<file path="config.mk">
export PLATFORM = sky130hd
export DESIGN_NAME = serial_port_uart_three_mode
export DESIGN_NICKNAME = d
export VERILOG_FILES = /design/src/include/uart_pkg.sv /design/src/verilog/serial_port_uart_three_mode.sv
export SDC_FILE = /design/constraint.sdc
export NUM_CORES = 1
export LEC_CHECK = 0
export BUFFER_PORTS_ARGS = -buffer_cell sky130_fd_sc_hd__buf_2
export CAP_MARGIN = 20
export CORE_ASPECT_RATIO = 1.1
export CORE_MARGIN = 5
export CORE_UTILIZATION = 30
export CTS_BUF_LIST = sky130_fd_sc_hd__clkbuf_4 sky130_fd_sc_hd__clkbuf_8
export CTS_CLUSTER_SIZE = 40
export DETAILED_ROUTE_END_ITERATION = 16
export GPL_TIMING_DRIVEN = 0
export PLACE_DENSITY = 0.53
export SLEW_MARGIN = 10
export SYNTH_ARGS = -nofsm -noshare
export SYNTH_HDL_FRONTEND = slang
export SYNTH_SLANG_ARGS = --single-unit
</file>
<file path="constraint.sdc">
create_clock -name sys_clk_i -period 3.5 [get_ports sys_clk_i]
set_input_delay 0.35 -clock sys_clk_i [delete_from_list [all_inputs] [get_ports sys_clk_i]]
set_output_delay 0.35 -clock sys_clk_i [all_outputs]
set_load 0.03 [all_outputs]
</file>
<file path="src/include/uart_pkg.sv">
// package of the three-mode serial port: register indices, field positions,
// reset values, timing counts, state enums and the state carrier.
// assumes a 25 MHz system clock and an apb master with 32-bit data.
package uart_pkg;

	// ----------------------------------------
	// register indices (byte address = 4 * index)
	// ----------------------------------------
	localparam logic [7:0] IDX_POWER_AND_BAUD_CONTROL = 8'h87;
	localparam logic [7:0] IDX_SERIAL_CONTROL = 8'h98;
	localparam logic [7:0] IDX_SERIAL_DATA_BUFFER = 8'h99;
	localparam logic [7:0] IDX_BAUD_SOURCE = 8'hA0;
	localparam logic [7:0] IDX_TIMER1_VALUE = 8'hA1;
	localparam logic [7:0] IDX_TIMER2_RELOAD = 8'hA2;
	localparam logic [7:0] IDX_IRQ_STATUS = 8'hA3;
	localparam logic [7:0] IDX_IRQ_MASK = 8'hA4;
	localparam int ADDR_W = 12;

	// ----------------------------------------
	// field positions
	// ----------------------------------------
	localparam int PWR_BAUD_DIV_SEL = 7;
	localparam int CTL_MODE_LO = 6;
	localparam int CTL_FILTER = 5;
	localparam int CTL_RX_ALLOW = 4;
	localparam int CTL_TX_NINTH = 3;
	localparam int CTL_RX_NINTH = 2;
	localparam int CTL_TX_DONE = 1;
	localparam int CTL_RX_DONE = 0;
	localparam int SRC_T2_TX = 0;
	localparam int SRC_T2_RX = 1;
	localparam int SRC_T1_RUN = 2;

	// ----------------------------------------
	// reset values
	// ----------------------------------------
	localparam logic [7:0] CTL_RST = 8'h00;
	localparam logic [7:0] BUF_RST = 8'h00;
	localparam logic [15:0] TIMER1_VALUE_RST = 16'h0100;
	localparam logic [15:0] TIMER2_RELOAD_RST = 16'h0100;
	localparam logic [1:0] IRQ_MASK_RST = 2'h0;

	// ----------------------------------------
	// timing counts in system clocks, and bit counts per transfer
	// ----------------------------------------
	localparam int PORT_PRESCALE = 16;
	localparam int SHIFT_DIV_SLOW = 12;
	localparam int SHIFT_DIV_FAST = 4;
	localparam logic [3:0] SHIFT_BITS = 4'h8;
	localparam logic [3:0] ASYNC10_RX_BITS = 4'h9;
	localparam logic [3:0] ASYNC11_RX_BITS = 4'hA;
	localparam logic [3:0] ASYNC10_TX_BITS = 4'h9;
	localparam logic [3:0] ASYNC11_TX_BITS = 4'hA;

	// ----------------------------------------
	// types
	// ----------------------------------------
	typedef enum logic [1:0] {
		MODE_SHIFT = 2'h0,
		MODE_ASYNC10 = 2'h1,
		MODE_RESERVED = 2'h2,
		MODE_ASYNC11 = 2'h3
	} frame_mode_type;

	typedef enum logic [1:0] {TX_IDLE, TX_SHIFT, TX_ASYNC} tx_state_type;
	typedef enum logic [1:0] {RX_IDLE, RX_START, RX_DATA} rx_state_type;

	typedef struct packed {
		logic psel;
		logic penable;
		logic pwrite;
		logic [ADDR_W-1:0] paddr;
		logic [31:0] pwdata;
	} apb_req_type;

	typedef struct packed {
		logic sync1;
		logic sync2;
		logic line_prev;
		frame_mode_type frame_mode_select;
		logic ninth_bit_rx_filter;
		logic rx_allow;
		logic tx_ninth_bit;
		logic rx_ninth_bit;
		logic tx_done_flag;
		logic rx_done_flag;
		logic baud_divider_select;
		logic timer2_tx_baud_select;
		logic timer2_rx_baud_select;
		logic timer1_run_control;
		logic [15:0] timer1_value;
		logic [15:0] timer2_reload;
		logic [1:0] irq_mask;
		logic [7:0] rx_latch;
		logic [31:0] prdata;
		logic [3:0] prescale;
		logic [3:0] shift_div;
		logic shift_phase;
		logic shift_is_rx;
		tx_state_type tx_state;
		logic [10:0] tx_shift;
		logic [3:0] tx_count;
		logic [15:0] tx_timer;
		logic tx_line;
		logic rx_pin_out;
		logic rx_pin_en;
		rx_state_type rx_state;
		logic [9:0] rx_shift;
		logic [3:0] rx_count;
		logic [15:0] rx_timer;
	} state_type;

endpackage

</file>
<file path="src/verilog/serial_port_uart_three_mode.sv">
// three-mode serial port with apb register access, one level interrupt.
// assumes sys_clk_i is the only clock; rx_pin_i is asynchronous and is
// synchronised here; the pin wrapper resolves rx from rx_pin_oe_o.
//
// Notes on behaviour
// - mode 00: 8-bit half-duplex shift, lsb first, data on rx, clock on tx.
// - mode 01: full-duplex async frames of start, eight data, stop.
// - mode 11: async start, eight data, ninth bit, stop; mode 10 reserved.
// - mode 11 with filter set: rx done only when received ninth bit is one.
// - reception starts only while the receive allow bit is one.
// - mode 11 transmits the tx ninth-bit control as ninth data bit.
// - mode 11 stores the received ninth bit into rx ninth-bit status.
// - tx and rx done flags set on completion, interrupt, stay until cleared.
// - buffer write while idle in mode 00, 01 or 11 loads transmit shifter and starts sending the byte.
// - buffer read returns the receive latch, not the transmitted byte.
// - async modes: port clock is system clock over 1, or over 16.
// - shift mode: rate is system clock over 12, or over 4.
// - async baud comes from timer 1 or timer 2 overflow.
// - timer 1 used when both timer 2 selects are zero, else timer 2.
// - bit time is divisor port clocks; software keeps divisor above 0x0010.

`timescale 1ns/1ps
`default_nettype none

module serial_port_uart_three_mode import uart_pkg::*; (
	// clock, reset, enable
	input wire logic sys_clk_i,
	input wire logic rst_b_i,
	input wire logic ce_i,
	// apb slave
	input wire apb_req_type apb_req_i,
	output logic [31:0] prdata_o,
	output logic pready_o,
	output logic pslverr_o,
	// serial pins
	input wire logic rx_pin_i,
	output logic rx_pin_o,
	output logic rx_pin_oe_o,
	output logic tx_pin_o,
	// interrupt
	output logic irq_o
);

	state_type st_ff;
	state_type nxt_st;

	// ----------------------------------------
	// address decode
	// ----------------------------------------
	logic [7:0] idx;
	logic mapped;
	logic acc;
	logic wr;

	assign idx = apb_req_i.paddr[9:2];
	assign mapped = (apb_req_i.paddr[ADDR_W-1:10] == 2'h0) && (apb_req_i.paddr[1:0] == 2'h0) &&
		(idx == IDX_POWER_AND_BAUD_CONTROL || idx == IDX_SERIAL_CONTROL || idx == IDX_SERIAL_DATA_BUFFER ||
		idx == IDX_BAUD_SOURCE || idx == IDX_TIMER1_VALUE || idx == IDX_TIMER2_RELOAD ||
		idx == IDX_IRQ_STATUS || idx == IDX_IRQ_MASK);
	assign acc = apb_req_i.psel & apb_req_i.penable;
	assign wr = acc & apb_req_i.pwrite & mapped & ce_i;

	// zero wait states: the answer comes in the first access cycle
	assign pready_o = acc;
	assign pslverr_o = acc & ~mapped;
	assign prdata_o = st_ff.prdata;
	assign rx_pin_o = st_ff.rx_pin_out;
	assign rx_pin_oe_o = st_ff.rx_pin_en;
	assign tx_pin_o = st_ff.tx_line;
	assign irq_o = |({st_ff.tx_done_flag, st_ff.rx_done_flag} & st_ff.irq_mask);

	// ----------------------------------------
	// next state
	// ----------------------------------------
	always_comb begin
		logic [31:0] rd;
		logic port_tick;
		logic shift_tick;
		logic [15:0] divisor;
		logic set_ti;
		logic set_ri;
		logic clr_ti;
		logic clr_ri;
		logic line;
		logic accept;
		logic [7:0] rx_byte;
		logic rx_ninth;
		logic wr_buf;
		logic async;

		rd = 32'h0;
		port_tick = 1'b0;
		shift_tick = 1'b0;
		divisor = 16'h0;
		set_ti = 1'b0;
		set_ri = 1'b0;
		clr_ti = 1'b0;
		clr_ri = 1'b0;
		line = st_ff.sync2;
		accept = 1'b0;
		rx_byte = 8'h0;
		rx_ninth = 1'b0;
		wr_buf = wr && idx == IDX_SERIAL_DATA_BUFFER;
		async = st_ff.frame_mode_select == MODE_ASYNC10 || st_ff.frame_mode_select == MODE_ASYNC11;
		nxt_st = st_ff;

		// pin synchroniser; the logic looks at sync2 and at line_prev, its copy one cycle later
		nxt_st.sync1 = rx_pin_i;
		nxt_st.sync2 = st_ff.sync1;
		nxt_st.line_prev = st_ff.sync2;

		// ----------------------------------------
		// baud sources
		// ----------------------------------------
		nxt_st.prescale = st_ff.prescale + 4'h1;
		port_tick = st_ff.baud_divider_select ? (st_ff.prescale == 4'(PORT_PRESCALE - 1)) : 1'b1;
		if (st_ff.timer2_tx_baud_select | st_ff.timer2_rx_baud_select) begin
			divisor = st_ff.timer2_reload;
		end else begin
			divisor = st_ff.timer1_value;
		end
		// shift clock runs in half periods: low phase then high phase
		if (st_ff.tx_state == TX_SHIFT) begin
			if (st_ff.shift_div == 4'h0) begin
				shift_tick = 1'b1;
				nxt_st.shift_div = st_ff.baud_divider_select ? 4'(SHIFT_DIV_FAST / 2 - 1) :
					4'(SHIFT_DIV_SLOW / 2 - 1);
			end else begin
				nxt_st.shift_div = st_ff.shift_div - 4'h1;
			end
		end else begin
			nxt_st.shift_div = st_ff.baud_divider_select ? 4'(SHIFT_DIV_FAST / 2 - 1) : 4'(SHIFT_DIV_SLOW / 2 - 1);
		end

		// ----------------------------------------
		// transmitter and shift engine
		// ----------------------------------------
		case (st_ff.tx_state)
			TX_IDLE: begin
				nxt_st.tx_line = 1'b1;
				nxt_st.rx_pin_en = 1'b0;
				if (wr_buf && st_ff.frame_mode_select == MODE_SHIFT) begin
					nxt_st.tx_state = TX_SHIFT;
					nxt_st.shift_is_rx = 1'b0;
					nxt_st.tx_shift = {3'h0, apb_req_i.pwdata[7:0]};
					nxt_st.tx_count = SHIFT_BITS;
					nxt_st.shift_phase = 1'b0;
				end else if (wr_buf && async) begin
					nxt_st.tx_state = TX_ASYNC;
					nxt_st.tx_line = 1'b0;
					// start bit goes out now; shifter holds data, ninth, stop
					nxt_st.tx_shift = {2'h3, st_ff.frame_mode_select == MODE_ASYNC11 ?
						st_ff.tx_ninth_bit : 1'b1, apb_req_i.pwdata[7:0]};
					nxt_st.tx_count = st_ff.frame_mode_select == MODE_ASYNC11 ? ASYNC11_TX_BITS :
						ASYNC10_TX_BITS;
					nxt_st.tx_timer = divisor - 16'h1;
				end else if (st_ff.frame_mode_select == MODE_SHIFT && st_ff.rx_allow &&
					!st_ff.rx_done_flag) begin
					nxt_st.tx_state = TX_SHIFT;
					nxt_st.shift_is_rx = 1'b1;
					nxt_st.tx_shift = 11'h0;
					nxt_st.tx_count = SHIFT_BITS;
					nxt_st.shift_phase = 1'b0;
				end
			end
			TX_SHIFT: begin
				if (shift_tick) begin
					if (!st_ff.shift_phase) begin
						nxt_st.tx_line = 1'b0;
						nxt_st.rx_pin_en = !st_ff.shift_is_rx;
						nxt_st.rx_pin_out = st_ff.tx_shift[0];
						nxt_st.shift_phase = 1'b1;
					end else begin
						// data is taken on the rising shift clock, lsb first
						nxt_st.tx_line = 1'b1;
						nxt_st.shift_phase = 1'b0;
						nxt_st.tx_shift = {3'h0, line, st_ff.tx_shift[7:1]};
						nxt_st.tx_count = st_ff.tx_count - 4'h1;
						if (st_ff.tx_count == 4'h1) begin
							nxt_st.tx_state = TX_IDLE;
							if (st_ff.shift_is_rx) begin
								nxt_st.rx_latch = {line, st_ff.tx_shift[7:1]};
								set_ri = 1'b1;
							end else begin
								set_ti = 1'b1;
							end
						end
					end
				end
			end
			TX_ASYNC: begin
				if (port_tick) begin
					if (st_ff.tx_timer == 16'h0) begin
						nxt_st.tx_timer = divisor - 16'h1;
						if (st_ff.tx_count == 4'h0) begin
							nxt_st.tx_state = TX_IDLE;
							set_ti = 1'b1;
						end else begin
							nxt_st.tx_line = st_ff.tx_shift[0];
							nxt_st.tx_shift = {1'b1, st_ff.tx_shift[10:1]};
							nxt_st.tx_count = st_ff.tx_count - 4'h1;
						end
					end else begin
						nxt_st.tx_timer = st_ff.tx_timer - 16'h1;
					end
				end
			end
			default: begin
				nxt_st.tx_state = TX_IDLE;
			end
		endcase

		// ----------------------------------------
		// asynchronous receiver
		// ----------------------------------------
		case (st_ff.rx_state)
			RX_IDLE: begin
				if (async && st_ff.rx_allow && st_ff.line_prev && !line) begin
					nxt_st.rx_state = RX_START;
					nxt_st.rx_timer = {1'b0, divisor[15:1]};
				end
			end
			RX_START, RX_DATA: begin
				if (!st_ff.rx_allow || !async) begin
					nxt_st.rx_state = RX_IDLE;
				end else if (port_tick) begin
					if (st_ff.rx_timer == 16'h0) begin
						nxt_st.rx_timer = divisor - 16'h1;
						if (st_ff.rx_state == RX_START) begin
							// a start bit gone high at its centre was a glitch
							nxt_st.rx_state = line ? RX_IDLE : RX_DATA;
							nxt_st.rx_count = st_ff.frame_mode_select == MODE_ASYNC11 ? ASYNC11_RX_BITS :
								ASYNC10_RX_BITS;
						end else begin
							nxt_st.rx_shift = {line, st_ff.rx_shift[9:1]};
							nxt_st.rx_count = st_ff.rx_count - 4'h1;
							if (st_ff.rx_count == 4'h1) begin
								nxt_st.rx_state = RX_IDLE;
								if (st_ff.frame_mode_select == MODE_ASYNC11) begin
									rx_byte = st_ff.rx_shift[8:1];
									rx_ninth = st_ff.rx_shift[9];
								end else begin
									rx_byte = st_ff.rx_shift[9:2];
									rx_ninth = 1'b0;
								end
								accept = !(st_ff.frame_mode_select == MODE_ASYNC11 &&
									st_ff.ninth_bit_rx_filter && !rx_ninth);
								if (accept) begin
									nxt_st.rx_latch = rx_byte;
									set_ri = 1'b1;
									if (st_ff.frame_mode_select == MODE_ASYNC11) begin
										nxt_st.rx_ninth_bit = rx_ninth;
									end
								end
							end
						end
					end else begin
						nxt_st.rx_timer = st_ff.rx_timer - 16'h1;
					end
				end
			end
			default: begin
				nxt_st.rx_state = RX_IDLE;
			end
		endcase

		// ----------------------------------------
		// register reads, captured in the setup cycle
		// ----------------------------------------
		case (idx)
			IDX_SERIAL_CONTROL: rd = {24'h0, st_ff.frame_mode_select, st_ff.ninth_bit_rx_filter, st_ff.rx_allow,
				st_ff.tx_ninth_bit, st_ff.rx_ninth_bit, st_ff.tx_done_flag, st_ff.rx_done_flag};
			IDX_SERIAL_DATA_BUFFER: rd = {24'h0, st_ff.rx_latch};
			IDX_BAUD_SOURCE: rd = {29'h0, st_ff.timer1_run_control, st_ff.timer2_rx_baud_select,
				st_ff.timer2_tx_baud_select};
			IDX_TIMER1_VALUE: rd = {16'h0, st_ff.timer1_value};
			IDX_TIMER2_RELOAD: rd = {16'h0, st_ff.timer2_reload};
			IDX_IRQ_STATUS: rd = {30'h0, st_ff.tx_done_flag, st_ff.rx_done_flag};
			IDX_IRQ_MASK: rd = {30'h0, st_ff.irq_mask};
			default: rd = 32'h0;
		endcase
		if (apb_req_i.psel && !apb_req_i.penable && !apb_req_i.pwrite) begin
			nxt_st.prdata = mapped ? rd : 32'h0;
		end

		// ----------------------------------------
		// register writes, taken at the access edge
		// ----------------------------------------
		if (wr) begin
			case (idx)
				IDX_POWER_AND_BAUD_CONTROL: nxt_st.baud_divider_select = apb_req_i.pwdata[PWR_BAUD_DIV_SEL];
				IDX_SERIAL_CONTROL: begin
					nxt_st.frame_mode_select = frame_mode_type'(apb_req_i.pwdata[CTL_MODE_LO+1:CTL_MODE_LO]);
					nxt_st.ninth_bit_rx_filter = apb_req_i.pwdata[CTL_FILTER];
					nxt_st.rx_allow = apb_req_i.pwdata[CTL_RX_ALLOW];
					nxt_st.tx_ninth_bit = apb_req_i.pwdata[CTL_TX_NINTH];
					if (!(accept && st_ff.frame_mode_select == MODE_ASYNC11)) begin
						nxt_st.rx_ninth_bit = apb_req_i.pwdata[CTL_RX_NINTH];
					end
					clr_ti = !apb_req_i.pwdata[CTL_TX_DONE];
					clr_ri = !apb_req_i.pwdata[CTL_RX_DONE];
				end
				IDX_BAUD_SOURCE: begin
					nxt_st.timer2_tx_baud_select = apb_req_i.pwdata[SRC_T2_TX];
					nxt_st.timer2_rx_baud_select = apb_req_i.pwdata[SRC_T2_RX];
					// timer 1 run bit is only stored here; software keeps it stopped
					nxt_st.timer1_run_control = apb_req_i.pwdata[SRC_T1_RUN];
				end
				IDX_TIMER1_VALUE: nxt_st.timer1_value = apb_req_i.pwdata[15:0];
				IDX_TIMER2_RELOAD: nxt_st.timer2_reload = apb_req_i.pwdata[15:0];
				IDX_IRQ_STATUS: begin
					clr_ti = apb_req_i.pwdata[CTL_TX_DONE];
					clr_ri = apb_req_i.pwdata[CTL_RX_DONE];
				end
				IDX_IRQ_MASK: nxt_st.irq_mask = apb_req_i.pwdata[1:0];
				default: begin
				end
			endcase
		end

		// a completion in the clearing cycle is kept: set wins
		nxt_st.tx_done_flag = set_ti | (st_ff.tx_done_flag & ~clr_ti);
		nxt_st.rx_done_flag = set_ri | (st_ff.rx_done_flag & ~clr_ri);
	end

	// ----------------------------------------
	// state register
	// ----------------------------------------
	always_ff @(posedge sys_clk_i) begin
		if (!rst_b_i) begin
			st_ff <= '0;
			st_ff.sync1 <= 1'b1;
			st_ff.sync2 <= 1'b1;
			st_ff.line_prev <= 1'b1;
			st_ff.frame_mode_select <= frame_mode_type'(CTL_RST[CTL_MODE_LO+1:CTL_MODE_LO]);
			st_ff.rx_latch <= BUF_RST;
			st_ff.timer1_value <= TIMER1_VALUE_RST;
			st_ff.timer2_reload <= TIMER2_RELOAD_RST;
			st_ff.irq_mask <= IRQ_MASK_RST;
			st_ff.tx_state <= TX_IDLE;
			st_ff.rx_state <= RX_IDLE;
			st_ff.tx_line <= 1'b1;
		end else if (ce_i) begin
			st_ff <= nxt_st;
		end
	end

endmodule

`default_nettype wire

</file>
==> out/metrics.yaml <==
setup_path:
  worstPathMaxFanout: 10
  r2r_start: "st_ff[153]$_SDFFE_PN0P_"
  critPathKind: "register to register"
  critPathArrivalTime_ns: 3.80
  crit_path_end_kind: "register"
  required_ns: 3.89
  cp-start-kind: "register"
  startpoint: "st_ff[153]$_SDFFE_PN0P_"
  slowest_stage: "or4b_2"
  crit_chain: "buf_2, nor2_2, buf_6, buf_8, mux2i_4, ha_4, or4b_2, mux2_4, nor4b_4, xnor2_2, o21ai_0, a211oi_1"
  cpPeakStageDelay_ns: 0.61
final_layout:
  fin_nets: 1301
  drive_gt1_frac: 0.138
  layout_commonest_cell: "dfxtp_1"
  fin_area_sq_mm: 0.0103
  area_delta_synth_final_pct: 14.6
  diodes: 0
  final_cell_mix: "dfxtp_1 (150), nand2_1 (110), nor2_1 (108)"
placed_design:
  hpwl_microns: 23300
  pre_cts_ws_ns: -0.696
  gp_congestion: 0.930
  port_buffers: 55
  placed_area_sq_mm: 0.00982
clocking:
  hold_buffers: 0
  cts_tree: "done"
  cts_buffers: 17
  cts_htree_levels: 4
  cts_root_buffer: "clkbuf_8"
  cts_buffer_depth: 2
  clock-sinks: 150
  clk-insertion-delay-late_ns: 0.48
  clk_pin_slew_ns: 0.09
global_route:
  overflow: 0
  grt_max_degree: 17
  first_global_vias: 8337
  grt_pass1_wl_microns: 48100
  antenna_found_initial: 1
  grt_usage: 0.182
route:
  first_pass_iters: 6
  remaining_drc_errors: 0
  post_drt_wl_per_cell_microns: 19.1
  dr_total_vias: 8899
  via_per_inst: 5.49
  drtAntennaViolNets: 0
  wirelength_microns: 30900
  drt_iter0_drc: 711
synth:
  avgSynthCellArea_sq_um: 7.93
  ys_seq_area_frac: 0.333
  synth_top_area_frac: 0.333
  synthDistinctLibCells: 78
  synth_seq_cells: 150
  netlist_area_sq_mm: 0.00902
  syn-instance-count: 1137
  synth_edf_count: 0
  synth_area_leaders: "dfxtp_1 (33%), mux2i_1 (6.9%), o21ai_0 (4.7%)"
  yosys_warnings: 0
  async_flop_share: 0
  synth-main-ff-cell: "dfxtp_1"
  synth_top_area_cell: "dfxtp_1"
power:
  p_sw_uw: 920
  sequentialPowerShare: 0.535
  swShare: 0.286
  pwr-share-clk: 0.403
  internal-power_mw: 2.29
  peakVddDrop_uv: 172
  power.density_mw_per_mm2: 311
  comb_power_share: 0.062
  p_leak_nw: 4.14
  total_power_mw: 3.21
floorplan:
  io_pins: 89
  dieWidth_microns: 175
  die_y_microns: 192
  row_count: 66
  core-area_sq_mm: 0.0296
  initial_utilization: 0.304
  die_area_sq_mm: 0.0336
sta:
  skew_ns: 0.0139
  tightest_slew_ns: 1.11
  final-setup-viol-count: 0
  setup_slack_ns: 0.0898
  tns_ns: 0
  max_clock_freq_ghz: 0.293
  min_period_ns: 3.41
  slew_viol_final: 0
  hold_slack_ns: 0.0875
  slew_headroom: 0.254
  rsz0062_at_grt: "no"
  finalHoldViolations: 0
  finalCritPeriodShare: 0.974
hold_path:
  hp-start: "rx_pin_i"
  min_path_type: "primary input to register"
outcome:
  outcome: "complete, no violations"
job:
  drv_cap: 0
[synthesized netlist by cell type (all sizes together) (7+ instances only)]
master     n
clkbuf    52
and3       8
a22o      11
a2bb2oi   13
o21ai     87
and2      10
or3        7
ha        17
nor3      34
a221oi     7
nor4      19
mux2i     62
a211o      7
a31oi     14
o31ai     13
nand3     57
nor2b      8
or4        7
nand4     18
xor2      12
nor2     109
nand2    111
a311oi     7
o211ai     9
xnor2     14
a22oi     11
inv       30
a21oi     68
a211oi     9
nor3b      7
buf       52
nand2b     7
dfxtp    150
[flip-flops by register name, indices dropped and copies added, names as in the netlist]
signal	cells
rx_pin_o	1
rx_pin_oe_o	1
st_ff	129
nxt_st	2
prdata_o	16
tx_pin_o	1
[critical path: cells and delay by family (launching register included)]
family / cells / cell delay, ns
simple gates: 3 / 1.10
mux: 2 / 0.66
buf+inv: 3 / 0.47
compound gates: 2 / 0.36
flops: 1 / 0.31
fa+ha+maj: 1 / 0.21
xor+xnor: 1 / 0.19
[final timing paths]
path | end | slack [ns] | cells past startpoint
worst min-delay path | nxt_st[165]$_SDFFE_PN1P_ | 0.09 | 3
worst min register to register | st_ff[116]$_SDFFE_PN0P_ | 0.46 | 2
worst max register to register | st_ff[45]$_SDFFE_PN0P_ | 0.09 | 12
worst max-delay path | st_ff[45]$_SDFFE_PN0P_ | 0.09 | 12
[area by class of cell]
cell class / instances / area (sq um)
clock inverters: 14 / 116
clock buffers: 18 / 248
inverters: 31 / 116
fillers: 3138 / 19300
flip-flops and latches: 150 / 3000
multi-input cells: 867 / 5510
plain buffers: 104 / 549
repair buffers: 62 / 328
well taps: 374 / 468
[metal layers]
metal | share of wire | vias up | wire length, microns | track usage
li1 | - | 4309 | - | -
met1 | 0.45 | 4281 | 14100 | 0.243
met2 | 0.46 | 269 | 14300 | 0.299
met3 | 0.060 | 40 | 1850 | 0.0348
met4 | 0.022 | 0 | 669 | 0.0514
met5 | 0 | - | 0 | 0
[stage by stage]
stage / utilization / std cells
after floorplan: - / 1152
after global placement: 0.331 / 1581
after detailed placement: 0.331 / 1581
after CTS: 0.347 / 1616
after global routing: 0.349 / 1620
final: 0.349 / 1620
[timing repair]
action	CTS	global route
pin swaps	2	0
resized for setup	17	2
endpoints found under the setup margin	10	7
setup buffers	3	4
[logic make-up (layout without fill, tap and decap cells)]
kind of cell    after synthesis  after routing  share of synthesized area
compound gates              307            307                      0.224
xor+xnor                     26             26                     0.0253
fa+ha+maj                    17             17                     0.0236
buf+inv                     135            229                     0.0720
flops                       150            150                      0.333
mux                          68             68                     0.0763
other cells                   1             16                   0.000416
simple gates                433            433                      0.245
[power groups by stage]
stage / clock [mW] / combinational (mW) / sequential (mW)
2_1_floorplan: 0 / 0.116 / 1.76
3_3_place_gp: 0 / 0.196 / 1.76
3_5_place_dp: 0 / 0.196 / 1.76
4_1_cts: 1.32 / 0.197 / 1.72
5_1_grt: 1.39 / 0.213 / 1.72
6_report: 1.29 / 0.199 / 1.72
Power figures use the tool's default switching activity.
